### config.mk
export PLATFORM = sky130hd
export DESIGN_NAME = pcimt_top
export DESIGN_NICKNAME = d
export VERILOG_FILES = /design/src/hw/pcimt_par.v /design/src/hw/pcimt_err.v /design/src/hw/pcimt_top.v
export VERILOG_INCLUDE_DIRS = /design/src /design/src/hw
export SDC_FILE = /design/constraint.sdc
export NUM_CORES = 1
export LEC_CHECK = 0
export ABC_AREA = 1
export BUFFER_PORTS_ARGS = -buffer_cell sky130_fd_sc_hd__buf_2
export CORE_MARGIN = 2
export CORE_UTILIZATION = 45
export CTS_BUF_LIST = sky130_fd_sc_hd__clkbuf_4 sky130_fd_sc_hd__clkbuf_8
export DETAILED_ROUTE_END_ITERATION = 16
export GPL_ROUTABILITY_DRIVEN = 0
export PLACE_DENSITY = 0.73
export SLEW_MARGIN = 25
export SYNTH_ARGS = -nofsm -noshare
export SYNTH_HDL_FRONTEND = slang
export SYNTH_HIERARCHICAL = 1
export SYNTH_SLANG_ARGS = --single-unit
### constraint.sdc
create_clock -name clk -period 2 [get_ports clk]
set_input_delay 0.4 -clock clk [delete_from_list [all_inputs] [get_ports clk]]
set_output_delay 0.4 -clock clk [all_outputs]
set_load 0.1 [all_outputs]
### src/hw/pcimt_defs.vh
// Constants shared by the PCI initiator and target interface files.
`ifndef PCIMT_DEFS_VH
`define PCIMT_DEFS_VH

// Bus command codes carried on the command/byte-enable lines.
`define PCIMT_CMD_SPECIAL 4'h1
`define PCIMT_CMD_IO_RD   4'h2
`define PCIMT_CMD_IO_WR   4'h3
`define PCIMT_CMD_MEM_RD  4'h6
`define PCIMT_CMD_MEM_WR  4'h7
`define PCIMT_CMD_CFG_RD  4'hA
`define PCIMT_CMD_CFG_WR  4'hB

// Command bit that is set for every write command.
`define PCIMT_CMD_WR_BIT  0

// Address field that selects a type 0 configuration access.
`define PCIMT_AD_TYPE     1:0
`define PCIMT_CFG_TYPE0   2'h0

// Mask that turns a byte address into a doubleword address.
`define PCIMT_DW_MASK     32'hFFFFFFFC
`define PCIMT_ZERO32      32'h00000000

// Data clocks without a device select before the initiator gives up.
`define PCIMT_DEVSEL_TMO  3'h4
`define PCIMT_CNT_ONE     3'h1
`define PCIMT_CNT_ZERO    3'h0

// Completion status reported to the initiator user side.
`define PCIMT_ST_OK       2'h0
`define PCIMT_ST_RETRY    2'h1
`define PCIMT_ST_MABORT   2'h2
`define PCIMT_ST_TABORT   2'h3

`endif

### src/hw/pcimt_par.v
// Even parity generator over the address/data and command lines.
`timescale 1ns/1ps

////////////////////////////////////////////////////////////////////////////////
// The parity bit makes the 37 lines together carry an even count of ones.
module pcimt_par (
  input  wire [31:0] ad,
  input  wire [3:0]  cbe_n,
  output wire        par
);

  // Reduction over all 36 data and command lines.
  assign par = ^{ad, cbe_n};

endmodule // pcimt_par

### src/hw/pcimt_err.v
// System error and data parity error drivers for the PCI interface.
`timescale 1ns/1ps
`include "pcimt_defs.vh"

////////////////////////////////////////////////////////////////////////////////
// Turns address and data parity faults into the two error pin drives.
module pcimt_err (
  input  wire clk,
  input  wire rst_b,
  input  wire addr_bad,
  input  wire data_bad,
  output reg  serr_oe,
  output reg  perr_n_o,
  output reg  perr_oe
);

  ////////////////////////////////////////////////////////////////////////////////
  // The system error pin is pulled low for one clock per bad address.
  // The parity error pin goes low for each bad data phase, is then
  // driven high for one clock, and only then is released.
  always @(posedge clk or negedge rst_b) begin
    if (!rst_b) begin
      serr_oe  <= 1'b0;
      perr_n_o <= 1'b1;
      perr_oe  <= 1'b0;
    end else begin
      // One clock of low drive on the open-drain system error line.
      serr_oe <= addr_bad;
      if (data_bad) begin
        // Low for at least one clock for this data phase.
        perr_n_o <= 1'b0;
        perr_oe  <= 1'b1;
      end else if (perr_oe && !perr_n_o) begin
        // Drive high for a clock before letting go of the line.
        perr_n_o <= 1'b1;
      end else begin
        // Release the sustained line.
        perr_oe <= 1'b0;
      end
    end
  end

endmodule // pcimt_err

### src/hw/pcimt_top.v
// PCI initiator and target bus interface for the network controller.
`timescale 1ns/1ps
`include "pcimt_defs.vh"

////////////////////////////////////////////////////////////////////////////////
module pcimt_top (
  input  wire        clk,
  input  wire        rst_b,
  input  wire [31:0] ad_i,
  output reg  [31:0] ad_o,
  output reg         ad_oe,
  input  wire [3:0]  cbe_n_i,
  output reg  [3:0]  cbe_n_o,
  output reg         cbe_oe,
  input  wire        par_i,
  output reg         par_o,
  output reg         par_oe,
  input  wire        frame_n_i,
  output reg         frame_n_o,
  output reg         frame_oe,
  input  wire        irdy_n_i,
  output reg         irdy_n_o,
  output reg         irdy_oe,
  input  wire        trdy_n_i,
  output reg         trdy_n_o,
  output reg         trdy_oe,
  input  wire        stop_n_i,
  output reg         stop_n_o,
  output reg         stop_oe,
  input  wire        devsel_n_i,
  output reg         devsel_n_o,
  output reg         devsel_oe,
  input  wire        idsel_i,
  output reg         req_n_o,
  output reg         req_oe,
  input  wire        gnt_n_i,
  output reg         inta_n_o,
  output reg         inta_oe,
  output wire        serr_oe,
  output wire        perr_n_o,
  output wire        perr_oe,
  input  wire        mst_start,
  input  wire [3:0]  mst_cmd,
  input  wire [31:0] mst_addr,
  input  wire [31:0] mst_wdata,
  input  wire [3:0]  mst_be_n,
  output reg         mst_busy,
  output reg         mst_done,
  output reg  [1:0]  mst_status,
  output reg  [31:0] mst_rdata,
  input  wire [31:0] tgt_mem_base,
  input  wire [31:0] tgt_mem_mask,
  input  wire [31:0] tgt_io_base,
  input  wire [31:0] tgt_io_mask,
  output reg         tgt_req,
  output reg  [3:0]  tgt_cmd,
  output reg  [31:0] tgt_addr,
  input  wire [31:0] tgt_rdata,
  output reg         tgt_wr,
  output reg  [31:0] tgt_wdata,
  output reg  [3:0]  tgt_be_n,
  input  wire        irq
);

  // Initiator states, one-hot; each names what the bus shows this cycle.
  localparam M_IDLE = 4'h1;
  localparam M_ADDR = 4'h2;
  localparam M_DATA = 4'h4;
  localparam M_TURN = 4'h8;

  // Target states, one-hot.
  localparam T_IDLE = 5'h01;
  localparam T_WAIT = 5'h02;
  localparam T_DATA = 5'h04;
  localparam T_HOLD = 5'h08;
  localparam T_TURN = 5'h10;

  reg  [3:0]  m_state;   // Initiator sequencer.
  reg  [4:0]  t_state;   // Target sequencer.
  reg  [3:0]  m_cmd;     // Latched initiator command.
  reg  [31:0] m_addr;    // Latched initiator address.
  reg  [31:0] m_wdata;   // Latched initiator write data.
  reg  [3:0]  m_be_n;    // Latched initiator byte enables.
  reg  [2:0]  dsel_cnt;  // Data clocks spent without a claim.
  reg         frame_q;   // Frame level seen on the previous clock.
  reg         t_write;   // Claimed access is a write.
  reg         rx_par_q;  // Parity of lines sampled on the previous clock.
  reg         chk_addr;  // Previous clock held a foreign address phase.
  reg         chk_data;  // Previous clock completed a data phase we received.
  wire        rx_par;    // Parity of the lines as sampled now.
  wire        tx_par;    // Parity of the lines as we drive them now.
  wire        addr_bad;  // Address parity fault found this clock.
  wire        data_bad;  // Data parity fault found this clock.

  ////////////////////////////////////////////////////////////////////////////////
  // Address phase decode for the target side.

  // A foreign address phase is the first clock of frame low not driven by us.
  wire addr_ph  = !frame_n_i && frame_q && !frame_oe;
  wire cmd_mem  = (cbe_n_i == `PCIMT_CMD_MEM_RD) || (cbe_n_i == `PCIMT_CMD_MEM_WR);
  wire cmd_io   = (cbe_n_i == `PCIMT_CMD_IO_RD) || (cbe_n_i == `PCIMT_CMD_IO_WR);
  wire cmd_cfg  = (cbe_n_i == `PCIMT_CMD_CFG_RD) || (cbe_n_i == `PCIMT_CMD_CFG_WR);
  // Memory windows match doublewords, I/O windows match bytes.
  wire mem_hit  = cmd_mem &&
                  ((((ad_i ^ tgt_mem_base) & tgt_mem_mask) & `PCIMT_DW_MASK)
                   == `PCIMT_ZERO32);
  wire io_hit   = cmd_io &&
                  (((ad_i ^ tgt_io_base) & tgt_io_mask) == `PCIMT_ZERO32);
  // Configuration is claimed only while the select input is high.
  wire cfg_hit  = cmd_cfg && idsel_i &&
                  (ad_i[`PCIMT_AD_TYPE] == `PCIMT_CFG_TYPE0);
  wire t_hit    = addr_ph && (mem_hit || io_hit || cfg_hit);
  // The initiator may start only when granted and the bus is idle.
  wire m_go     = mst_busy && !gnt_n_i && frame_n_i && irdy_n_i &&
                  (t_state == T_IDLE);
  // The initiator phase ends on completion, stop, or no claim in time.
  wire m_end    = !trdy_n_i || !stop_n_i ||
                  (devsel_n_i && (dsel_cnt == `PCIMT_DEVSEL_TMO));

  ////////////////////////////////////////////////////////////////////////////////
  // Parity on the driven lines and on the received lines.

  pcimt_par u_tx_par (
    .ad    (ad_o),
    .cbe_n (cbe_oe ? cbe_n_o : cbe_n_i),
    .par   (tx_par)
  );

  pcimt_par u_rx_par (
    .ad    (ad_i),
    .cbe_n (cbe_n_i),
    .par   (rx_par)
  );

  // The parity line lags its data by a clock; compare with the stored sum.
  assign addr_bad = chk_addr && (rx_par_q != par_i);
  assign data_bad = chk_data && (rx_par_q != par_i);

  pcimt_err u_err (
    .clk      (clk),
    .rst_b    (rst_b),
    .addr_bad (addr_bad),
    .data_bad (data_bad),
    .serr_oe  (serr_oe),
    .perr_n_o (perr_n_o),
    .perr_oe  (perr_oe)
  );

  ////////////////////////////////////////////////////////////////////////////////
  // Pin drivers, initiator sequencer and target sequencer.
  // Both sequencers share the address/data drivers; they never run together
  // because the initiator starts only while the target sits idle and the
  // target never claims an address phase that we drive.
  always @(posedge clk or negedge rst_b) begin
    if (!rst_b) begin
      // Every pin floats and both sequencers return to idle.
      ad_o       <= `PCIMT_ZERO32;
      ad_oe      <= 1'b0;
      cbe_n_o    <= 4'hF;
      cbe_oe     <= 1'b0;
      par_o      <= 1'b0;
      par_oe     <= 1'b0;
      frame_n_o  <= 1'b1;
      frame_oe   <= 1'b0;
      irdy_n_o   <= 1'b1;
      irdy_oe    <= 1'b0;
      trdy_n_o   <= 1'b1;
      trdy_oe    <= 1'b0;
      stop_n_o   <= 1'b1;
      stop_oe    <= 1'b0;
      devsel_n_o <= 1'b1;
      devsel_oe  <= 1'b0;
      req_n_o    <= 1'b1;
      req_oe     <= 1'b0;
      inta_n_o   <= 1'b0;
      inta_oe    <= 1'b0;
      m_state    <= M_IDLE;
      t_state    <= T_IDLE;
      m_cmd      <= 4'h0;
      m_addr     <= `PCIMT_ZERO32;
      m_wdata    <= `PCIMT_ZERO32;
      m_be_n     <= 4'hF;
      dsel_cnt   <= `PCIMT_CNT_ZERO;
      frame_q    <= 1'b1;
      t_write    <= 1'b0;
      rx_par_q   <= 1'b0;
      chk_addr   <= 1'b0;
      chk_data   <= 1'b0;
      mst_busy   <= 1'b0;
      mst_done   <= 1'b0;
      mst_status <= `PCIMT_ST_OK;
      mst_rdata  <= `PCIMT_ZERO32;
      tgt_req    <= 1'b0;
      tgt_cmd    <= 4'h0;
      tgt_addr   <= `PCIMT_ZERO32;
      tgt_wr     <= 1'b0;
      tgt_wdata  <= `PCIMT_ZERO32;
      tgt_be_n   <= 4'hF;
    end else begin
      mst_done <= 1'b0;
      tgt_req  <= 1'b0;
      tgt_wr   <= 1'b0;
      frame_q  <= frame_n_i;
      rx_par_q <= rx_par;
      req_oe   <= 1'b1;
      inta_n_o <= 1'b0;
      // Interrupt line is pulled low for as long as the source is high.
      inta_oe  <= irq;
      // Parity trails whatever we drove on the data lines by one clock,
      // so it covers addresses, write data and target read data alike.
      par_o    <= tx_par;
      par_oe   <= ad_oe;
      // Foreign address phases are always checked for parity.
      chk_addr <= addr_ph;
      // Data is checked only after a claim and a completed phase we received.
      chk_data <= ((t_state == T_DATA) && !irdy_n_i && t_write) ||
                  ((m_state == M_DATA) && !trdy_n_i &&
                   !m_cmd[`PCIMT_CMD_WR_BIT]);
      // Accept a new initiator job only while none is pending.
      if (mst_start && !mst_busy) begin
        mst_busy <= 1'b1;
        m_cmd    <= mst_cmd;
        m_addr   <= mst_addr;
        m_wdata  <= mst_wdata;
        m_be_n   <= mst_be_n;
      end

      // Initiator sequencer: one address phase and one data phase.
      case (m_state)
        M_IDLE: begin
          if (m_go) begin
            // Frame low with address and command on the bus.
            m_state   <= M_ADDR;
            frame_n_o <= 1'b0;
            frame_oe  <= 1'b1;
            irdy_n_o  <= 1'b1;
            irdy_oe   <= 1'b1;
            ad_o      <= m_addr;
            ad_oe     <= 1'b1;
            cbe_n_o   <= m_cmd;
            cbe_oe    <= 1'b1;
            dsel_cnt  <= `PCIMT_CNT_ZERO;
            req_n_o   <= 1'b1;
          end else begin
            // Request is held while a job waits for the grant.
            req_n_o <= !mst_busy;
          end
        end
        M_ADDR: begin
          // Single data phase, so frame rises as the ready falls.
          m_state   <= M_DATA;
          frame_n_o <= 1'b1;
          irdy_n_o  <= 1'b0;
          cbe_n_o   <= m_be_n;
          ad_o      <= m_wdata;
          ad_oe     <= m_cmd[`PCIMT_CMD_WR_BIT];
        end
        M_DATA: begin
          if (devsel_n_i) begin
            dsel_cnt <= dsel_cnt + `PCIMT_CNT_ONE;
          end
          if (m_end) begin
            // Ready goes high for a clock; frame was high a clock already.
            m_state   <= M_TURN;
            irdy_n_o  <= 1'b1;
            frame_oe  <= 1'b0;
            ad_oe     <= 1'b0;
            cbe_oe    <= 1'b0;
            mst_done  <= 1'b1;
            mst_busy  <= 1'b0;
            mst_rdata <= ad_i;
            if (!trdy_n_i) begin
              mst_status <= `PCIMT_ST_OK;
            end else if (!stop_n_i && devsel_n_i) begin
              mst_status <= `PCIMT_ST_TABORT;
            end else if (!stop_n_i) begin
              mst_status <= `PCIMT_ST_RETRY;
            end else begin
              mst_status <= `PCIMT_ST_MABORT;
            end
          end
        end
        M_TURN: begin
          // Release the ready line after its high clock.
          m_state <= M_IDLE;
          irdy_oe <= 1'b0;
        end
        default: begin
          m_state <= M_IDLE;
        end
      endcase

      // Target sequencer: claim, one data phase, then disconnect.
      case (t_state)
        T_IDLE: begin
          if (t_hit) begin
            // Claim the access the clock after the address.
            t_state    <= T_WAIT;
            devsel_n_o <= 1'b0;
            devsel_oe  <= 1'b1;
            trdy_n_o   <= 1'b1;
            trdy_oe    <= 1'b1;
            stop_n_o   <= 1'b1;
            stop_oe    <= 1'b1;
            tgt_req    <= 1'b1;
            tgt_cmd    <= cbe_n_i;
            tgt_addr   <= cmd_io ? ad_i : (ad_i & `PCIMT_DW_MASK);
            t_write    <= cbe_n_i[`PCIMT_CMD_WR_BIT];
          end
        end
        T_WAIT: begin
          // Ready with read data after the turnaround clock; stop when
          // the initiator still wants more phases.
          t_state  <= T_DATA;
          trdy_n_o <= 1'b0;
          stop_n_o <= frame_n_i;
          ad_o     <= tgt_rdata;
          ad_oe    <= !t_write;
        end
        T_DATA: begin
          if (!irdy_n_i) begin
            // Phase complete: hand the write to the user side.
            trdy_n_o  <= 1'b1;
            ad_oe     <= 1'b0;
            tgt_wr    <= t_write;
            tgt_wdata <= ad_i;
            tgt_be_n  <= cbe_n_i;
            if (frame_n_i) begin
              t_state    <= T_TURN;
              devsel_n_o <= 1'b1;
              stop_n_o   <= 1'b1;
            end else begin
              t_state <= T_HOLD;
            end
          end
        end
        T_HOLD: begin
          // Keep stop low until the initiator lets frame rise.
          if (frame_n_i) begin
            t_state    <= T_TURN;
            devsel_n_o <= 1'b1;
            stop_n_o   <= 1'b1;
          end
        end
        T_TURN: begin
          // Release the control lines after their high clock.
          t_state   <= T_IDLE;
          devsel_oe <= 1'b0;
          trdy_oe   <= 1'b0;
          stop_oe   <= 1'b0;
        end
        default: begin
          t_state <= T_IDLE;
        end
      endcase
    end
  end

endmodule // pcimt_top

==> flow_metrics.env <==
export IMPL_hold_end="mst_status[0]$_DFFE_PN0P_"
export IMPL_ys_async_sr_fraction_pct=100
export IMPL_firstDrtPassIters=5
export IMPL_final_core_util_pct=60.6
export IMPL_synth_ff_type="dfrtp_1"
export IMPL_antenna_left=0
export IMPL_cts_max_path_buffers=3
export IMPL_tightestPinTransition_ns=0.589
export IMPL_worstSetupPathType="flop to output port"
export IMPL_netlist_instances=1659
export IMPL_grt_pass1_vias=12425
export IMPL_r2r_cells=10
export IMPL_min_from="stop_n_i"
export IMPL_finalSetupViolCount=0
export IMPL_wirelength_um=40100
export IMPL_crit_path_end_kind="output port"
export IMPL_start_util_pct=45.9
export IMPL_grt_setup_unrepaired="no"
export IMPL_cpPeakStageDelay_ns=0.55
export IMPL_synth_area_um2=13200
export IMPL_syn_nets=1941
export IMPL_grt_max_degree=81
export IMPL_grt_pass1_wl_um=62900
export IMPL_routedWlPerCell_um=15.4
export IMPL_path_cells="buf_2"
export IMPL_status="completed"
export IMPL_synth_common_cells="nand2_1 (568), dfrtp_1 (229), inv_1 (183), nor2_1 (123), o21ai_0 (117)"
export IMPL_clock_fmax_mhz=516
export IMPL_critPathBufInv=1
export IMPL_antenna_found_initial=6
export IMPL_ys_seq_area_share_pct=47.8
export IMPL_ys_types=49
export IMPL_finClkSkew_ns=0.0275
export IMPL_final_period_utilization_pct=96.8
export IMPL_die_area_um2=30700
export IMPL_coreArea_um2=28800
export IMPL_synth_top_area_cell="dfrtp_1"
export IMPL_timing_rr_start="t_state[3]$_DFFE_PN0P_"
export IMPL_synth_area_leaders="dfrtp_1 (43%), nand2_1 (16%), inv_1 (5.2%)"
export IMPL_root_buffer="clkbuf_8"
export IMPL_path_clk_slew_ns=0.06
export IMPL_dpl_instance_area_um2=16400
export IMPL_cp_top_family="flip-flops"
export IMPL_crit_start="devsel_n_o$_DFFE_PN1P_"
export IMPL_ys_seq_elements=251
export IMPL_dieWidth_um=175
export IMPL_io_buffers=441
export IMPL_rows=62
export IMPL_grt_overflow=0
export IMPL_holdWs_ns=0.0839
export IMPL_drc_errors=0
export IMPL_synth_top_cell_area_share_pct=43.4
export IMPL_start_kind="flop"
export IMPL_leakagePower_uw=0.00976
export IMPL_postLayoutCellArea_um2=17400
export IMPL_syn_area_per_cell_um2=7.96
export IMPL_areaGrowthSynthToFinish_pct=32.0
export IMPL_die_h_um=175
export IMPL_rrSetupSlack_ns=0.17
export IMPL_track_usage_pct=25.9
export IMPL_timing_rr_end="ad_o[2]$_DFFE_PN0P_"
export IMPL_total_power_uw=24500
export IMPL_viasPerCell=4.89
export IMPL_yosysMostFrequentCell="nand2_1"
export IMPL_htreeDepth=2
export IMPL_relSlewSlack_pct=60.6
export IMPL_powerDensity_nw_per_um2=1410
export IMPL_dp_hpwl_um=31400
export IMPL_drive_gt1_share_pct=35.6
export IMPL_clkSinkCount=251
export IMPL_ys_warnings_count=6
export IMPL_path_max_fanout=3
export IMPL_synth_edf_count=0
export IMPL_hp_class="primary input to flop"
export IMPL_cp_data_arrival_time_ns=1.54
export IMPL_cts_made_buffers=44
export IMPL_cts_tree="built"
export IMPL_crit_required_ns=1.60
export IMPL_peakVddDrop_uv=1070
export IMPL_num_vias=12750
export IMPL_min_path_cells=2
export IMPL_io_pins=447
export IMPL_insertion_delay_ns=0.55
export IMPL_min_period_ns=1.94
export IMPL_maxSlewViolCount=0
export IMPL_hold_viol=0
export IMPL_nNetsFinal=2465
export IMPL_critPathSlowestCell="dfstp_2"
export IMPL_drt_iter0_markers=715
export IMPL_maxCapViolations=0
[kinds of logic after synthesis]
kind of cell	Yosys count	synth area share, %
other cells	2	0.0569
xor+xnor	28	1.97
flops	251	47.8
simple gates	815	25.4
mux	43	3.67
buf+inv	258	8.41
compound gates	260	12.5
fa+ha+maj	2	0.189
[state kept, by name, summed over array words and instances, names as in the netlist, 3 cells and up]
signal     flops
ad_o          32
cbe_n_o        4
dsel_cnt       3
m_addr        32
m_be_n         4
m_cmd          4
m_state        4
m_wdata       32
mst_rdata     32
t_state        5
tgt_addr      32
tgt_be_n       4
tgt_cmd        4
tgt_wdata     32
[power by group]
group          leakage (µW)  internal, µW  switching [µW]  total, µW
clock              0.000512          2940            2080       5010
sequential          0.00310          6610             961       7580
combinational       0.00615          2840            9070      11900
[worst reg2reg max path, cell delays in order, from the launching register on]
cell     delay [ns]
dfrtp_1        0.42
nor2_2         0.17
nand4_2        0.14
inv_2          0.18
nand3_4        0.11
nor2_8         0.16
inv_4          0.08
nand3_4        0.09
buf_12         0.21
nor2_1         0.09
a21oi_2        0.10
[layout make-up]
cell class | instances | area, µm²
Sequential cell | 251 | 6310
Clock buffer | 71 | 890
Tap cell | 384 | 480
Antenna cell | 8 | 20.0
Inverter | 198 | 746
Fill cell | 2520 | 11300
Multi-Input combinational cell | 1150 | 5810
Timing Repair Buffer | 538 | 3120
Clock inverter | 7 | 63.8
[routing by layer]
layer  share of wire, %  up-vias  GRT usage, %
li1                   -     6297             -
met1                 42     5910          33.3
met2                 46      433          41.1
met3                7.4      110          6.36
met4                4.6        0          12.2
met5                  0        -             0
[worst max-delay path by stage]
| stage | endpoint | depth (start not counted) |
|---|---|---|
| 6_report | devsel_n_o | 1 |
| 5_1_grt | devsel_n_o | 1 |
| 4_1_cts | devsel_n_o | 1 |
| 3_5_place_dp | tgt_addr[28]$_DFFE_PN0P_ | 14 |
| 3_3_place_gp | tgt_addr[30]$_DFFE_PN0P_ | 14 |
| 2_1_floorplan | par_o$_DFF_PN0_ | 13 |
[metrics by stage]
step | worst slack (ns) | std cells | TNS (ns)
after floorplan | 0.0700 | 1659 | 0
after global placement | -0.207 | 2518 | -7.29
after detailed placement | -0.230 | 2518 | -7.54
after CTS | 0.0240 | 2599 | 0
after global routing | 0.00684 | 2604 | 0
final | 0.0636 | 2607 | 0
[cell usage in the layout, fill, tap and decap left out, types with 2 or more instances in the layout]
master / netlist / final
a21oi_1: 34 / 34
inv_1: 183 / 183
nand3_4: 3 / 3
xnor2_1: 13 / 13
nor2_1: 123 / 123
diode_2: 0 / 8
nand4_1: 4 / 4
o21ai_2: 35 / 35
ha_1: 2 / 2
nor3_1: 2 / 2
clkbuf_4: 0 / 14
nand2_2: 8 / 10
or2_1: 14 / 14
inv_2: 14 / 14
buf_12: 0 / 13
clkbuf_8: 0 / 57
buf_4: 7 / 81
dfstp_2: 22 / 22
nand3_1: 78 / 78
nor3_4: 1 / 3
o21ai_0: 117 / 117
xnor2_2: 2 / 2
buf_2: 19 / 440
a31oi_1: 7 / 7
o211ai_1: 29 / 29
conb_1: 2 / 2
a31o_2: 3 / 3
dfrtp_2: 0 / 2
clkinv_2: 0 / 5
or2_0: 2 / 2
a21oi_2: 28 / 28
dlygate4sd3_1: 0 / 3
mux2_2: 43 / 43
xor2_1: 13 / 13
nor2_2: 3 / 3
nand2_1: 568 / 565
dfrtp_1: 229 / 227
[timing repair]
item,4_1_cts,5_1_grt
resized for setup,0,1
buffers inserted,0,0
endpoints found under the setup margin,0,3
hold buffers,3,0
hold endpoints to repair,43,0
(Power assumes the default switching activity.)
